==> src/irq_pkg.sv <==
// What this block does
// - mask register at 0x20, reset clears it
// - one pending latch per source
// - sample at last instruction cycle, service highest
// - acknowledge clears mask and latch and starts call, same cycle
// - call pushes pc with carry and zero
// - vectors two bytes apart, priority order
// - latency: remaining cycles plus ten plus five
// - new interrupts once firmware re-enables mask
// - pin edge polarity from pull-up bit
// - write-only pin enables at 0x04, 0x05
// - gated detects ORed, rising OR sets flop
// - flop qualified by global gpio enable
// - no new pin event until OR falls
// - enable toggle on held pin retriggers
// - ack keeps pin enables, no pin priority
// - endpoint zero event, mask bit 3
// - nakked out packet raises nothing
// - endpoint one tx ack, mask bit 4
// - timer ticks masked by bits 1, 2
// - wake-up pin rising edge latched, bit 7
// - pull-up registers 0x08, 0x09, cleared
package irq_pkg;
  localparam logic [7:0] GlobalIrqMaskAddr = 8'h20;
  localparam logic [7:0] Port0PinIrqEnableAddr = 8'h04;
  localparam logic [7:0] Port1PinIrqEnableAddr = 8'h05;
  localparam logic [7:0] Port0PullupAddr = 8'h08;
  localparam logic [7:0] Port1PullupAddr = 8'h09;
  localparam logic [7:0] RegResetVal = 8'h00;
  localparam logic [7:0] MaskWritable = 8'hDE;
  localparam int FastTickBit = 1;
  localparam int SlowTickBit = 2;
  localparam int EndpointZeroBit = 3;
  localparam int EndpointOneBit = 4;
  localparam int PortPinBit = 6;
  localparam int WakeupBit = 7;
  localparam int NumSrc = 8;
  localparam int CallCycles = 10;
  localparam int JumpCycles = 5;
  localparam int VectorStep = 2;
  localparam logic [4:0] CallCyclesW = 5'(CallCycles);
  localparam logic [4:0] JumpCyclesW = 5'(JumpCycles);
  typedef enum logic [1:0] {
    IDLE_ST = 2'b00,
    CALL_ST = 2'b01,
    JUMP_ST = 2'b10
  } ack_state_type;
endpackage

==> src/io_bus_if.sv <==
`timescale 1ns/1ps
// internal carrier of the i/o write strobe
interface io_bus_if;
  logic wrEn;
  logic [7:0] addr;
  logic [7:0] data;
  modport src (output wrEn, addr, data);
  modport dst (input wrEn, addr, data);
endinterface

==> src/pin_edge_or.sv <==
`timescale 1ns/1ps
// per-pin polarity match, enable gate and OR, with rising detect of the OR
module pin_edge_or #(
  parameter int Width = 16
) (
  input wire logic core_clk, // core clock
  input wire logic rst_b, // sync reset, active low
  input wire logic [Width-1:0] pinSync, // synchronised pin levels
  input wire logic [Width-1:0] polarity, // 1 rising, 0 falling
  input wire logic [Width-1:0] pinEn, // per-pin enables
  output logic orRise // one-cycle pulse on OR rise
);
  logic [Width-1:0] pinPrev_q;
  logic orOut_q;
  wire [Width-1:0] pinActive = ~(pinSync ^ polarity);
  wire [Width-1:0] pinEdge = (pinSync ^ pinPrev_q) & pinActive;
  // detect holds while the pin stays at its trigger level
  logic [Width-1:0] held_q;
  wire [Width-1:0] heldD = (held_q | pinEdge) & pinActive;
  wire orD = |(heldD & pinEn);
  initial begin
    if (Width < 1) $error("width must be positive");
  end
  // pin history and OR flop
  always_ff @(posedge core_clk) begin
    if (!rst_b) begin
      pinPrev_q <= '0;
      held_q <= '0;
      orOut_q <= 1'b0;
    end else begin
      pinPrev_q <= pinSync;
      held_q <= heldD;
      orOut_q <= orD;
    end
  end
  assign orRise = orD & ~orOut_q;
endmodule

==> src/irq_controller.sv <==
`timescale 1ns/1ps
// prioritised latching interrupt controller
module irq_controller
  import irq_pkg::*;
#(
  parameter int PinWidth = 16
) (
  input wire logic core_clk, // core clock
  input wire logic rst_b, // sync reset, active low
  input wire logic ioWrite, // core i/o write strobe
  input wire logic [7:0] ioAddr, // i/o address
  input wire logic [7:0] ioWrData, // i/o write data
  input wire logic ioRead, // core i/o read strobe
  output logic [7:0] ioRdData, // mask read data
  input wire logic lastCycle, // last cycle of current instruction
  input wire logic fastTick, // fast timer tick pulse
  input wire logic slowTick, // slow timer tick pulse
  input wire logic endpointZeroRx, // host data accepted on ep0
  input wire logic endpointZeroNak, // ep0 out packet was nakked
  input wire logic endpointZeroTxAck, // ep0 tx acked by host
  input wire logic endpointOneTxAck, // ep1 tx acked by host
  input wire logic [PinWidth-1:0] portPins, // async port pins
  input wire logic wakeupPin, // async wake-up pin
  input wire logic [10:0] pcIn, // current program counter
  input wire logic carryFlag, // carry flag
  input wire logic zeroFlag, // zero flag
  output logic irqCall, // call in progress, core stalls
  output logic callPush, // one-cycle push strobe
  output logic [12:0] pushData, // pc, carry, zero to push
  output logic [7:0] vectorAddr, // vector target
  output logic vectorJump, // one-cycle pulse into vector
  output logic irqPending // any enabled request
);
  import irq_pkg::*;
  io_bus_if bus();
  ack_state_type state_q;
  logic [7:0] mask_q;
  logic [7:0] pend_q;
  logic [7:0] p0En_q;
  logic [7:0] p1En_q;
  logic [7:0] p0Pull_q;
  logic [7:0] p1Pull_q;
  logic [PinWidth-1:0] pinMeta_q;
  logic [PinWidth-1:0] pinSync_q;
  logic wakeMeta_q;
  logic wakeSync_q;
  logic wakePrev_q;
  logic [4:0] cnt_q;
  logic [2:0] srcIdx_q;
  logic [7:0] rdData_q;
  logic call_q;
  logic push_q;
  logic [12:0] pushData_q;
  logic [7:0] vec_q;
  logic jump_q;
  logic anyReq_q;
  logic gpioRise;
  initial begin
    if (PinWidth < 1 || PinWidth > 16) $error("pin width must be 1..16");
  end
  // i/o write carrier
  assign bus.wrEn = ioWrite;
  assign bus.addr = ioAddr;
  assign bus.data = ioWrData;
  // register decode
  wire maskWr = bus.wrEn && bus.addr == GlobalIrqMaskAddr;
  wire p0EnWr = bus.wrEn && bus.addr == Port0PinIrqEnableAddr;
  wire p1EnWr = bus.wrEn && bus.addr == Port1PinIrqEnableAddr;
  wire p0PullWr = bus.wrEn && bus.addr == Port0PullupAddr;
  wire p1PullWr = bus.wrEn && bus.addr == Port1PullupAddr;
  // pin enables and polarity spread over the pin width
  wire [15:0] allEn = {p1En_q, p0En_q};
  wire [15:0] allPull = {p1Pull_q, p0Pull_q};
  // gated requests and priority pick; bit 0 has no source
  wire [7:0] req = pend_q & mask_q & MaskWritable;
  wire anyReq = |req;
  logic [2:0] pick;
  always_comb begin
    pick = 3'd0;
    for (int i = NumSrc - 1; i >= 1; i--) begin
      if (req[i]) pick = 3'(i);
    end
  end
  wire takeIrq = (state_q == IDLE_ST) && lastCycle && anyReq;
  // source events
  wire wakeRise = wakeSync_q & ~wakePrev_q;
  wire ep0Ev = endpointZeroRx & ~endpointZeroNak | endpointZeroTxAck;
  wire [7:0] srcEv = {wakeRise, gpioRise, 1'b0, endpointOneTxAck, ep0Ev,
                      slowTick, fastTick, 1'b0};
  // acknowledge clears the serviced latch
  wire [7:0] ackClr = takeIrq ? (8'h01 << pick) : 8'h00;
  wire [7:0] pendD = (pend_q & ~ackClr) | srcEv;
  // mask: cleared wholesale on acknowledge, reserved bits stay zero
  wire [7:0] maskD = takeIrq ? 8'h00 :
                     maskWr ? (bus.data & MaskWritable) : mask_q;
  pin_edge_or #(
    .Width(PinWidth)
  ) u_pins (
    .core_clk(core_clk),
    .rst_b(rst_b),
    .pinSync(pinSync_q),
    .polarity(allPull[PinWidth-1:0]),
    .pinEn(allEn[PinWidth-1:0]),
    .orRise(gpioRise)
  );
  // pin synchronisers
  always_ff @(posedge core_clk) begin
    if (!rst_b) begin
      pinMeta_q <= '0;
      pinSync_q <= '0;
      wakeMeta_q <= 1'b0;
      wakeSync_q <= 1'b0;
      wakePrev_q <= 1'b0;
    end else begin
      pinMeta_q <= portPins;
      pinSync_q <= pinMeta_q;
      wakeMeta_q <= wakeupPin;
      wakeSync_q <= wakeMeta_q;
      wakePrev_q <= wakeSync_q;
    end
  end
  // write-only configuration registers
  always_ff @(posedge core_clk) begin
    if (!rst_b) begin
      p0En_q <= RegResetVal;
      p1En_q <= RegResetVal;
      p0Pull_q <= RegResetVal;
      p1Pull_q <= RegResetVal;
    end else begin
      if (p0EnWr) p0En_q <= bus.data;
      if (p1EnWr) p1En_q <= bus.data;
      if (p0PullWr) p0Pull_q <= bus.data;
      if (p1PullWr) p1Pull_q <= bus.data;
    end
  end
  // mask and pending latches
  always_ff @(posedge core_clk) begin
    if (!rst_b) begin
      mask_q <= RegResetVal;
      pend_q <= RegResetVal;
    end else begin
      mask_q <= maskD;
      pend_q <= pendD;
    end
  end
  // mask readback
  always_ff @(posedge core_clk) begin
    if (!rst_b) rdData_q <= RegResetVal;
    else if (ioRead && ioAddr == GlobalIrqMaskAddr) rdData_q <= mask_q;
    else rdData_q <= 8'h00;
  end
  // acknowledge sequencer: call then jump slot
  always_ff @(posedge core_clk) begin
    if (!rst_b) begin
      state_q <= IDLE_ST;
      cnt_q <= 5'd0;
      srcIdx_q <= 3'd0;
      call_q <= 1'b0;
      push_q <= 1'b0;
      pushData_q <= '0;
      vec_q <= 8'h00;
      jump_q <= 1'b0;
    end else begin
      push_q <= 1'b0;
      jump_q <= 1'b0;
      case (state_q)
        IDLE_ST: begin
          if (takeIrq) begin
            state_q <= CALL_ST;
            cnt_q <= CallCyclesW - 5'd1;
            srcIdx_q <= pick;
            call_q <= 1'b1;
            push_q <= 1'b1;
            pushData_q <= {pcIn, carryFlag, zeroFlag};
            vec_q <= 8'(pick * VectorStep);
          end
        end
        CALL_ST: begin
          if (cnt_q == 5'd0) begin
            state_q <= JUMP_ST;
            cnt_q <= JumpCyclesW - 5'd1;
            jump_q <= 1'b1;
          end else begin
            cnt_q <= cnt_q - 5'd1;
          end
        end
        JUMP_ST: begin
          if (cnt_q == 5'd0) begin
            state_q <= IDLE_ST;
            call_q <= 1'b0;
          end else begin
            cnt_q <= cnt_q - 5'd1;
          end
        end
        default: begin
          state_q <= IDLE_ST;
          call_q <= 1'b0;
        end
      endcase
    end
  end
  // pending request flag
  always_ff @(posedge core_clk) begin
    if (!rst_b) anyReq_q <= 1'b0;
    else anyReq_q <= anyReq;
  end
  assign ioRdData = rdData_q;
  assign irqCall = call_q;
  assign callPush = push_q;
  assign pushData = pushData_q;
  assign vectorAddr = vec_q;
  assign vectorJump = jump_q;
  assign irqPending = anyReq_q;
endmodule

==> config.mk <==
export PLATFORM = sky130hd
export DESIGN_NAME = irq_controller
export DESIGN_NICKNAME = d
export VERILOG_FILES = /design/src/irq_pkg.sv /design/src/io_bus_if.sv /design/src/pin_edge_or.sv /design/src/irq_controller.sv
export SDC_FILE = /design/constraint.sdc
export NUM_CORES = 1
export LEC_CHECK = 0
export BUFFER_PORTS_ARGS = -buffer_cell sky130_fd_sc_hd__buf_4
export CAP_MARGIN = 10
export CORE_MARGIN = 2
export CORE_UTILIZATION = 30
export DETAILED_ROUTE_END_ITERATION = 10
export PLACE_DENSITY_LB_ADDON = 0.2
export SYNTH_ARGS = -nofsm -noshare
export SYNTH_HDL_FRONTEND = slang
export SYNTH_HIERARCHICAL = 1
export SYNTH_SLANG_ARGS = --single-unit
==> constraint.sdc <==
create_clock -name core_clk -period 1.9 [get_ports core_clk]
set_input_delay 0.095 -clock core_clk [delete_from_list [all_inputs] [get_ports core_clk]]
set_output_delay 0.095 -clock core_clk [all_outputs]
set_load 0.05 [all_outputs]
==> results of run 1 <==
[cells by family after synthesis]
| kind of cell | Yosys count |
|---|---|
| AND/OR/NAND/NOR | 207 |
| flip-flops | 145 |
| AO/OA/AOI/OAI | 126 |
| buffers and inverters | 37 |
| multiplexers | 8 |
| adder cells (fa/ha/maj) | 4 |
| other | 1 |
[Yosys cell counts, types with 8 or more instances]
cell	n	area share [%]
a21oi_1	11	1.0
a22o_2	13	2.5
a22oi_1	11	1.6
and2_1	72	8.6
clkbuf_1	16	1.1
dfxtp_1	145	55
mux2i_1	8	1.5
nand2_1	38	2.7
nand3_1	36	3.4
nor2_1	16	1.1
nor2b_1	19	2.3
o21ai_0	35	3.3
o21bai_1	16	2.3
o22ai_1	14	1.7
[sequential cells by signal, indices dropped and copies added, names as in the netlist]
signal and count:
pinSync_q 16, p0En_q 8, ioRdData 6, p1Pull_q 8
u_pins/held_q 16, pinMeta_q 16, vectorAddr 3, p0Pull_q 8
wakePrev_q 1, cnt_q 5, irqCall 1, callPush 1
pushData 13, wakeSync_q 1, state_q 2, mask_q 6
pend_q 6, irqPending 1, u_pins/orOut_q 1, wakeMeta_q 1
p1En_q 8, vectorJump 1, u_pins/pinPrev_q 16
[cells in the final DEF, fill, tap and decap left out, types with 3 or more instances in the layout]
master           n
nand2_1         38
clkbuf_16       17
nand4_1          4
a22oi_1         11
a21oi_1          9
conb_1           7
mux2i_1          8
ha_1             3
and2_2           3
clkinv_2         3
buf_4           96
nor2b_1         19
inv_1            6
nand3_1         36
and3_1           3
a22o_2          13
o22ai_1         14
clkbuf_1         5
nor2_1          16
o21bai_1        16
dlygate4sd3_1   43
o21ai_0         35
and2_1          72
dfxtp_1        145
[routing by layer]
metal / vias up / share of wire (%) / global-route usage, %
met5: - / 0 / 0
met4: 0 / 1.2 / 4.92
met3: 14 / 5.1 / 4.33
met1: 1920 / 47 / 17.0
met2: 93 / 47 / 22.4
li1: 2115 / - / -
[worst max path at each step]
stage / start / end / slack (ps) / cells past startpoint
global placement: cnt_q[0] / cnt_q[3] / 20 / 6
CTS: cnt_q[0] / cnt_q[3] / 20 / 6
finish: state_q[0] / cnt_q[3] / 60 / 6
floorplan: cnt_q[0] / cnt_q[3] / 80 / 6
global route: state_q[0] / cnt_q[3] / 0.5 / 6
detailed placement: cnt_q[0] / cnt_q[3] / -90 / 6
[power breakdown]
part	internal (mW)	switching, mW
clock network	1.97	1.20
registers	3.12	0.0439
logic	0.280	0.278
total	5.36	1.52
[area by class of cell]
type	instances	share of cell area, %
clock inverter	9	1.50
inverter	8	0.418
timing repair buffer	140	16.3
sequential	145	40.4
clock buffer	23	6.37
tap	225	3.92
multi-input combinational	352	31.1
[timing repair]
action	CTS	global route
endpoints found under the hold margin	41	0
resized for setup	3	5
setup buffers	0	1
hold buffers	43	0
endpoints found under the setup margin	1	3
pin swaps	1	2
[worst max-delay path: cells and delay by family, from the launching register on]
family | cells | cell delay, ps
compound gates | 3 | 830
flops | 1 | 360
fa+ha+maj | 1 | 290
simple gates | 1 | 170
buf+inv | 1 | 80
[stage by stage]
step | util, % | instances | hold WS [ps] | setup slack [ps]
3_3_place_gp | 35.7 | 826 | 305 | 18.4
4_1_cts | 41.5 | 901 | 41.1 | 17.6
2_1_floorplan | - | 534 | 212 | 81.9
3_5_place_dp | 35.7 | 826 | 307 | -93.4
6_report | 41.7 | 902 | 56.0 | 60.1
5_1_grt | 41.7 | 902 | 66.0 | 0.493
==> results.json, run 1 <==
{
  "run_status": "finished clean",
  "r2r.worst_path.cells": 6,
  "die_y_um": 136,
  "vdd_drop_max_v": 0.000561,
  "fin_total_pwr_mw": 6.89,
  "nFillCells": 1657,
  "die_area_um2": 18600,
  "hold_path_depth": 3,
  "die_x_um": 136,
  "grt_overflow_total": 0,
  "synth_mux_area_share_pct": 1.52,
  "rsz0062_at_grt": "false",
  "ant_nets": 0,
  "clk_pin_slew_ps": 60,
  "drtPass1Iterations": 4,
  "diodes": 0,
  "via_per_inst": 4.59,
  "start_util_pct": 30.6,
  "hold_viol_final": 0,
  "wl_per_cell_um": 13.3,
  "io_buffers": 82,
  "routabilityCongestion": 0.754,
  "synth-edff-count": 0,
  "drc": 0,
  "drv_slew": 0,
  "postSynthAreaPerCell_um2": 9.97,
  "yosys.area_share.simple_pct": 22.0,
  "grt_pass1_wl_um": 19800,
  "seqCellArea_um2": 2900,
  "ys_seq_area_share_pct": 55.1,
  "routed_wl_um": 12000,
  "root_buffer": "clkbuf_16",
  "netlist_instances": 528,
  "holdCritPathClass": "in -> reg",
  "cts_buffers": 17,
  "min_from": "ioWrData[0]",
  "path_cells": "inv_1 -> ha_1 -> nor2b_1 -> a41oi_2 -> o2111ai_1 -> a31o_2",
  "cp_slowest_cell": "a41oi_2",
  "synth_xor_area_share_pct": 0,
  "h-tree-depth": 4,
  "ys_ff_latch": 145,
  "skew_ps": 6.12,
  "setup_tns_ps": 0,
  "dpl_cell_area_um2": 6150,
  "synthArstFlopShare_pct": 0,
  "worst_skew_pair.late_latency_ps": 410,
  "core-area_um2": 17200,
  "drt_iter0_drc": 184,
  "row_count": 48,
  "worstReg2RegEnd": "cnt_q[3]",
  "whs_endpoint": "p1Pull_q[0]",
  "fin_crit_sh_pct": 96.8,
  "fin_crit_ps": 1840,
  "leakagePower_nw": 2.92,
  "multi_input_area_um2": 2240,
  "synthAdderAreaFrac_pct": 0.950,
  "ys_types": 57,
  "setup_violations": 0,
  "final_nets": 725,
  "r2r-start": "state_q[0]",
  "end_kind": "flop",
  "synth_top_family_by_area": "simple AND/OR/NAND/NOR gates",
  "yosysWarnings": 6,
  "antenna_found_initial": 0,
  "cp_max_fo": 8,
  "first_global_vias": 4176,
  "critical_path_class": "reg -> reg",
  "r2r_slack_ps": 60,
  "clockBufferDepth": 2,
  "drive_gt1_share_pct": 23.2,
  "max_stage_delay_ps": 380,
  "synth_compound_area_share_pct": 16.9,
  "dp_hpwl_um": 8350,
  "finalInstanceArea_um2": 7190,
  "maxCapViolCount": 0,
  "worstPathArrival_ps": 2140,
  "clkSinkCount": 145,
  "grt_usage_pct": 13.7,
  "cts_tree": "yes",
  "io_pins": 90,
  "vias": 4142,
  "syn_area_um2": 5270,
  "synth_flop_cell": "dfxtp_1",
  "required_ps": 2200,
  "max_freq_ghz": 0.544,
  "cp-start-kind": "flop",
  "grt_max_degree": 62,
  "powerDensity_nw_per_um2": 958,
  "syn_to_final_growth_pct": 36.5
}
(Power assumes the default switching activity.)
==> run 2, diff against run 1 <==
BUFFER_PORTS_ARGS = unset   (was -buffer_cell sky130_fd_sc_hd__buf_4)
DONT_BUFFER_PORTS = 1   (was unset)
clock period = 1.7 ns   (was 1.9 ns; I/O delays follow)
==> run 2 against run 1 <==
- maximum frequency up 5.7%
- wire length is 4.0% higher
- clock power up 15%
- combinational power is 7.2% higher
- the run now ends with negative setup slack left
- sequential power increased by 12%
==> results.json, run 2 (same netlist as run 1, synthesis figures left out) <==
{
  "worstPathArrival_ps": 2050,
  "required_ps": 2010,
  "io_buffers": 0,
  "final_cell_mix": "138 x dfxtp_1, 72 x and2_1, 62 x dlygate4sd3_1",
  "routed_wl_um": 12500,
  "syn_to_final_growth_pct": 35.4,
  "leakagePower_nw": 2.80,
  "worst_skew_pair.late_latency_ps": 410,
  "drive_gt1_share_pct": 21.4,
  "fin_total_pwr_mw": 7.79,
  "finalInstanceArea_um2": 7130,
  "holdCritPathClass": "in -> reg",
  "cp-start-kind": "flop",
  "final_nets": 689,
  "die_x_um": 136,
  "maxCapViolCount": 0,
  "drc": 0,
  "die_area_um2": 18600,
  "r2r.worst_path.cells": 6,
  "routabilityCongestion": 0.809,
  "cp_slowest_cell": "or4b_4",
  "r2r_slack_ps": -40,
  "critPathBufInv": 1,
  "diodes": 0,
  "fin_crit_sh_pct": 102,
  "io_pins": 90,
  "clkSinkCount": 145,
  "clk_pin_slew_ps": 60,
  "first_global_vias": 3993,
  "vdd_drop_max_v": 0.000831,
  "grt_overflow_total": 0,
  "gr-usage-met2_pct": 23.2,
  "drtPass1Iterations": 4,
  "hold_viol_final": 0,
  "ant_nets": 0,
  "antenna_found_initial": 0,
  "wl_per_cell_um": 14.4,
  "drt_iter0_drc": 185,
  "max_stage_delay_ps": 500,
  "crit_family": "compound AO/OA/AOI/OAI gates",
  "critical_path_class": "reg -> reg",
  "grtUsageMet1_pct": 16.5,
  "run_status": "finished with violations",
  "dpl_cell_area_um2": 5720,
  "top_usage_layer": "met2",
  "grt_usage_pct": 14.0,
  "r2r-start": "cnt_q[0]",
  "max_slew_margin_pct": 65.8,
  "path_depth": 6,
  "start_util_pct": 30.6,
  "worstReg2RegEnd": "cnt_q[3]",
  "setup_violations": 2,
  "grt_max_degree": 103,
  "fin_ws_ps": -40.4,
  "grt_pass1_wl_um": 20000,
  "die_y_um": 136,
  "min_from": "ioWrData[4]",
  "skew_ps": 7.52,
  "violations": "negative setup slack",
  "dp_hpwl_um": 7930,
  "powerDensity_nw_per_um2": 1090,
  "worst_slew_pin_slew_ps": 513,
  "path_cells": "inv_2 -> ha_4 -> or4b_4 -> a21oi_4 -> o2111ai_2 -> a31o_2",
  "cp_max_fo": 5,
  "cts_buffers": 17,
  "vias": 4021,
  "whs_endpoint": "p0En_q[4]",
  "hold_path_depth": 2,
  "clockBufferDepth": 2,
  "core-area_um2": 17200,
  "end_kind": "flop",
  "via_per_inst": 4.64,
  "root_buffer": "clkbuf_16",
  "row_count": 48,
  "mostFrequentLayoutCell": "dfxtp_1",
  "rsz0062_at_grt": "true",
  "fin_crit_ps": 1740,
  "h-tree-depth": 4,
  "grt.met3_usage_pct": 5.44,
  "drv_slew": 0,
  "cts_tree": "yes",
  "max_freq_ghz": 0.575
}
==> run 2: cell types whose count changed in the layout (fill, tap and decap cells not counted), sizes merged <==
cell | previous run | this run
clkinv | 4 | 8
dlygate4sd3 | 43 | 62
inv | 9 | 8
clkinvlp | 2 | 1
buf | 97 | 42
clkbuf | 23 | 21
==> run 2: worst max-delay path by stage <==
stage	startpoint	end	slack, ps
6_report	cnt_q[0]	cnt_q[3]	-40
5_1_grt	cnt_q[0]	cnt_q[3]	-80
4_1_cts	cnt_q[0]	cnt_q[3]	5
3_5_place_dp	cnt_q[0]	cnt_q[3]	-100
3_3_place_gp	cnt_q[0]	cnt_q[3]	-40
2_1_floorplan	cnt_q[0]	cnt_q[3]	-6
==> run 2: stage by stage <==
step                      hold slack, ps  TNS [ps]  instances  setup WS [ps]  util (%)
after floorplan                      202     -6.12        534          -6.12         -
after global placement               212     -37.2        768          -37.2      33.2
after detailed placement             215      -147        768          -95.9      33.2
after CTS                           3.91         0        864           5.36      40.4
after global routing                9.37      -184        866          -81.1      41.4
final                               12.1     -43.9        866          -40.4      41.4
==> run 2: cell type report <==
class / count / area, um2
fillers: 1687 / 10100
clock buffers: 21 / 470
flip-flops and latches: 145 / 2910
well taps: 225 / 282
repair buffers: 104 / 972
inverters: 8 / 30.0
multi-input cells: 352 / 2350
clock inverters: 11 / 111
==> run 2: what timing repair did <==
action,4_1_cts,5_1_grt
hold buffers,63,0
pin swaps,4,15
gates resized for setup,4,34
endpoints found under the setup margin,5,25
hold endpoints to repair,134,0
setup buffers,1,2
==> run 2: per-layer routing <==
metal,up-vias,wire (um)
li1,2039,-
met1,1885,5690
met2,92,6030
met3,5,740
met4,0,46
met5,-,0
==> run 2: where the power goes <==
group          internal, mW  switching, mW  total [mW]
sequential             3.49         0.0489        3.54
clock                  2.26           1.39        3.65
combinational         0.292          0.305       0.598
==> run 3, diff against run 2 <==
CELL_PAD_IN_SITES_DETAIL_PLACEMENT = 1   (was unset)
CELL_PAD_IN_SITES_GLOBAL_PLACEMENT = 2   (was unset)
==> run 3 against run 2 <==
- the flow finishes with violations (negative hold slack, negative setup slack)
- maximum frequency up 2.4%
- non-clock buffer count rose by 3
- power grew 0.45%
- global-route usage increased by 1.6 points
- critical endpoint unchanged
- largest cell class unchanged
==> results.json, run 3 (same netlist as run 1, synthesis figures left out) <==
{
  "run_status": "finished with violations",
  "violations": "negative hold slack, negative setup slack",
  "holdCritPathClass": "in -> reg",
  "via_per_inst": 4.75,
  "required_ps": 2020,
  "final_cell_mix": "142 x dfxtp_1, 71 x and2_1, 61 x dlygate4sd3_1",
  "utilization_pct": 41.2,
  "p_comb_share_pct": 7.9,
  "max_slew_margin_pct": 65.8,
  "wl_met1_um": 6120,
  "nFillCells": 1923,
  "grt_overflow_total": 0,
  "drt_iter0_drc": 142,
  "vias": 4124,
  "diodes": 0,
  "skew_ps": 8.22,
  "placed_cells": 769,
  "clockBufferDepth": 2,
  "critPathBufInv": 1,
  "fin_ws_ps": -0.230,
  "drv_slew": 0,
  "max_stage_delay_ps": 510,
  "dr_wl_met3_um": 599,
  "pwr-share-clk_pct": 46.9,
  "final_nets": 692,
  "path_depth": 6,
  "syn_to_final_growth_pct": 35.0,
  "worst_slew_pin_slew_ps": 512,
  "row_count": 48,
  "cp-start-kind": "flop",
  "r2r.worst_path.cells": 6,
  "p_int_mw": 6.04,
  "cp_max_fo": 5,
  "fin_hold_ws_ps": -15.1,
  "end_kind": "flop",
  "h-tree-depth": 4,
  "routed_wl_um": 13600,
  "io_pins": 90,
  "dpl_cell_area_um2": 5730,
  "worstPathArrival_ps": 2020,
  "hold_viol_final": 1,
  "grt_pass1_wl_um": 22300,
  "leakagePower_nw": 2.79,
  "die_x_um": 136,
  "dr_wl_met2_um": 6630,
  "crit_family": "compound AO/OA/AOI/OAI gates",
  "antenna_found_initial": 0,
  "hold_path_depth": 2,
  "cp_slowest_cell": "or4b_4",
  "setup_violations": 1,
  "r2r-start": "cnt_q[1]",
  "powerDensity_nw_per_um2": 1100,
  "power_switching_share_pct": 22.7,
  "maxCapViolCount": 0,
  "p_sw_mw": 1.78,
  "path_cells": "inv_2 -> ha_4 -> or4b_4 -> a21oi_4 -> o2111ai_2 -> a31o_2",
  "cts_tree": "yes",
  "pre_cts_ws_ps": -166,
  "min_from": "ioWrData[4]",
  "routabilityCongestion": 0.773,
  "critical_path_class": "reg -> reg",
  "io_buffers": 0,
  "core-area_um2": 17200,
  "drtPass1Iterations": 4,
  "wl_per_cell_um": 15.6,
  "drive_gt1_share_pct": 19.8,
  "root_buffer": "clkbuf_16",
  "cts_buffers": 17,
  "clk_pin_slew_ps": 60,
  "ant_nets": 0,
  "die_y_um": 136,
  "p_seq_share_pct": 45.2,
  "startpoint": "cnt_q[1]",
  "vdd_drop_max_v": 0.000689,
  "highest_layer": "met4",
  "fin_crit_sh_pct": 100,
  "first_global_vias": 4414,
  "layout.cells.non_filler": 868,
  "worst_skew_pair.late_latency_ps": 420,
  "drc": 0,
  "grt_max_degree": 104,
  "dp_hpwl_um": 8770,
  "start_util_pct": 30.6,
  "mostFrequentLayoutCell": "dfxtp_1",
  "grt_usage_pct": 15.6,
  "max_freq_ghz": 0.588,
  "fin_crit_ps": 1700,
  "clkSinkCount": 145,
  "finalInstanceArea_um2": 7110,
  "die_area_um2": 18600,
  "rsz0062_at_grt": "true"
}
run 3: changes by cell type in the layout (fill, tap and decap cells not counted), moves of 2 or more:
| cell | previous run | this run |
|---|---|---|
| ha_1 | 2 | 0 |
| o22ai_2 | 6 | 3 |
| nor2b_2 | 7 | 0 |
| o22ai_1 | 10 | 13 |
| dfxtp_2 | 7 | 3 |
| dfxtp_1 | 138 | 142 |
| a22oi_1 | 8 | 10 |
| clkinv_2 | 7 | 4 |
| a22oi_2 | 3 | 1 |
| ha_2 | 1 | 3 |
| buf_4 | 39 | 44 |
| clkinvlp_4 | 1 | 4 |
| nor2b_1 | 12 | 19 |
run 3: stage by stage:
stage	setup TNS [ps]	power, mW
3_5_place_dp	-830	4.02
5_1_grt	-233	8.16
2_1_floorplan	-6.12	3.93
3_3_place_gp	-249	4.00
4_1_cts	-9.36	7.92
6_report	-0.230	7.82
run 3: layer usage:
layer | GRT usage (%) | vias up
li1 | - | 2049
met1 | 18.2 | 1997
met2 | 26.3 | 63
met3 | 5.56 | 15
met4 | 5.44 | 0
met5 | 0 | -
run 3: repair_timing:
| action | in CTS | in global routing |
|---|---|---|
| pin swaps | 5 | 5 |
| resized for setup | 13 | 12 |
| hold buffers | 62 | 0 |
| setup endpoints to repair | 22 | 22 |
| gates cloned | 0 | 0 |
| buffers inserted | 4 | 2 |
| hold endpoints to repair | 134 | 0 |
run 3: power by group through the flow:
| stage | combinational, mW | clock, mW | sequential (mW) |
|---|---|---|---|
| 2_1_floorplan | 0.329 | 0 | 3.60 |
| 3_3_place_gp | 0.400 | 0 | 3.60 |
| 3_5_place_dp | 0.413 | 0 | 3.61 |
| 4_1_cts | 0.601 | 3.78 | 3.54 |
| 5_1_grt | 0.681 | 3.94 | 3.55 |
| 6_report | 0.620 | 3.67 | 3.54 |
run 3: area by class of cell:
type,instances,area (um2),share of cell area [%]
clock buffers,21,470,6.62
clock inverters,10,110,1.55
inverters,8,32.5,0.458
multi-input cells,352,2320,32.6
flip-flops and latches,145,2910,40.9
well taps,225,282,3.96
repair buffers,107,988,13.9
run 3: worst paths after layout:
kind	slack (ps)	to
min	-20	p0En_q[4]
max	-0.2	cnt_q[3]
min reg2reg	440	pinSync_q[4]
max reg2reg	-0.2	cnt_q[3]
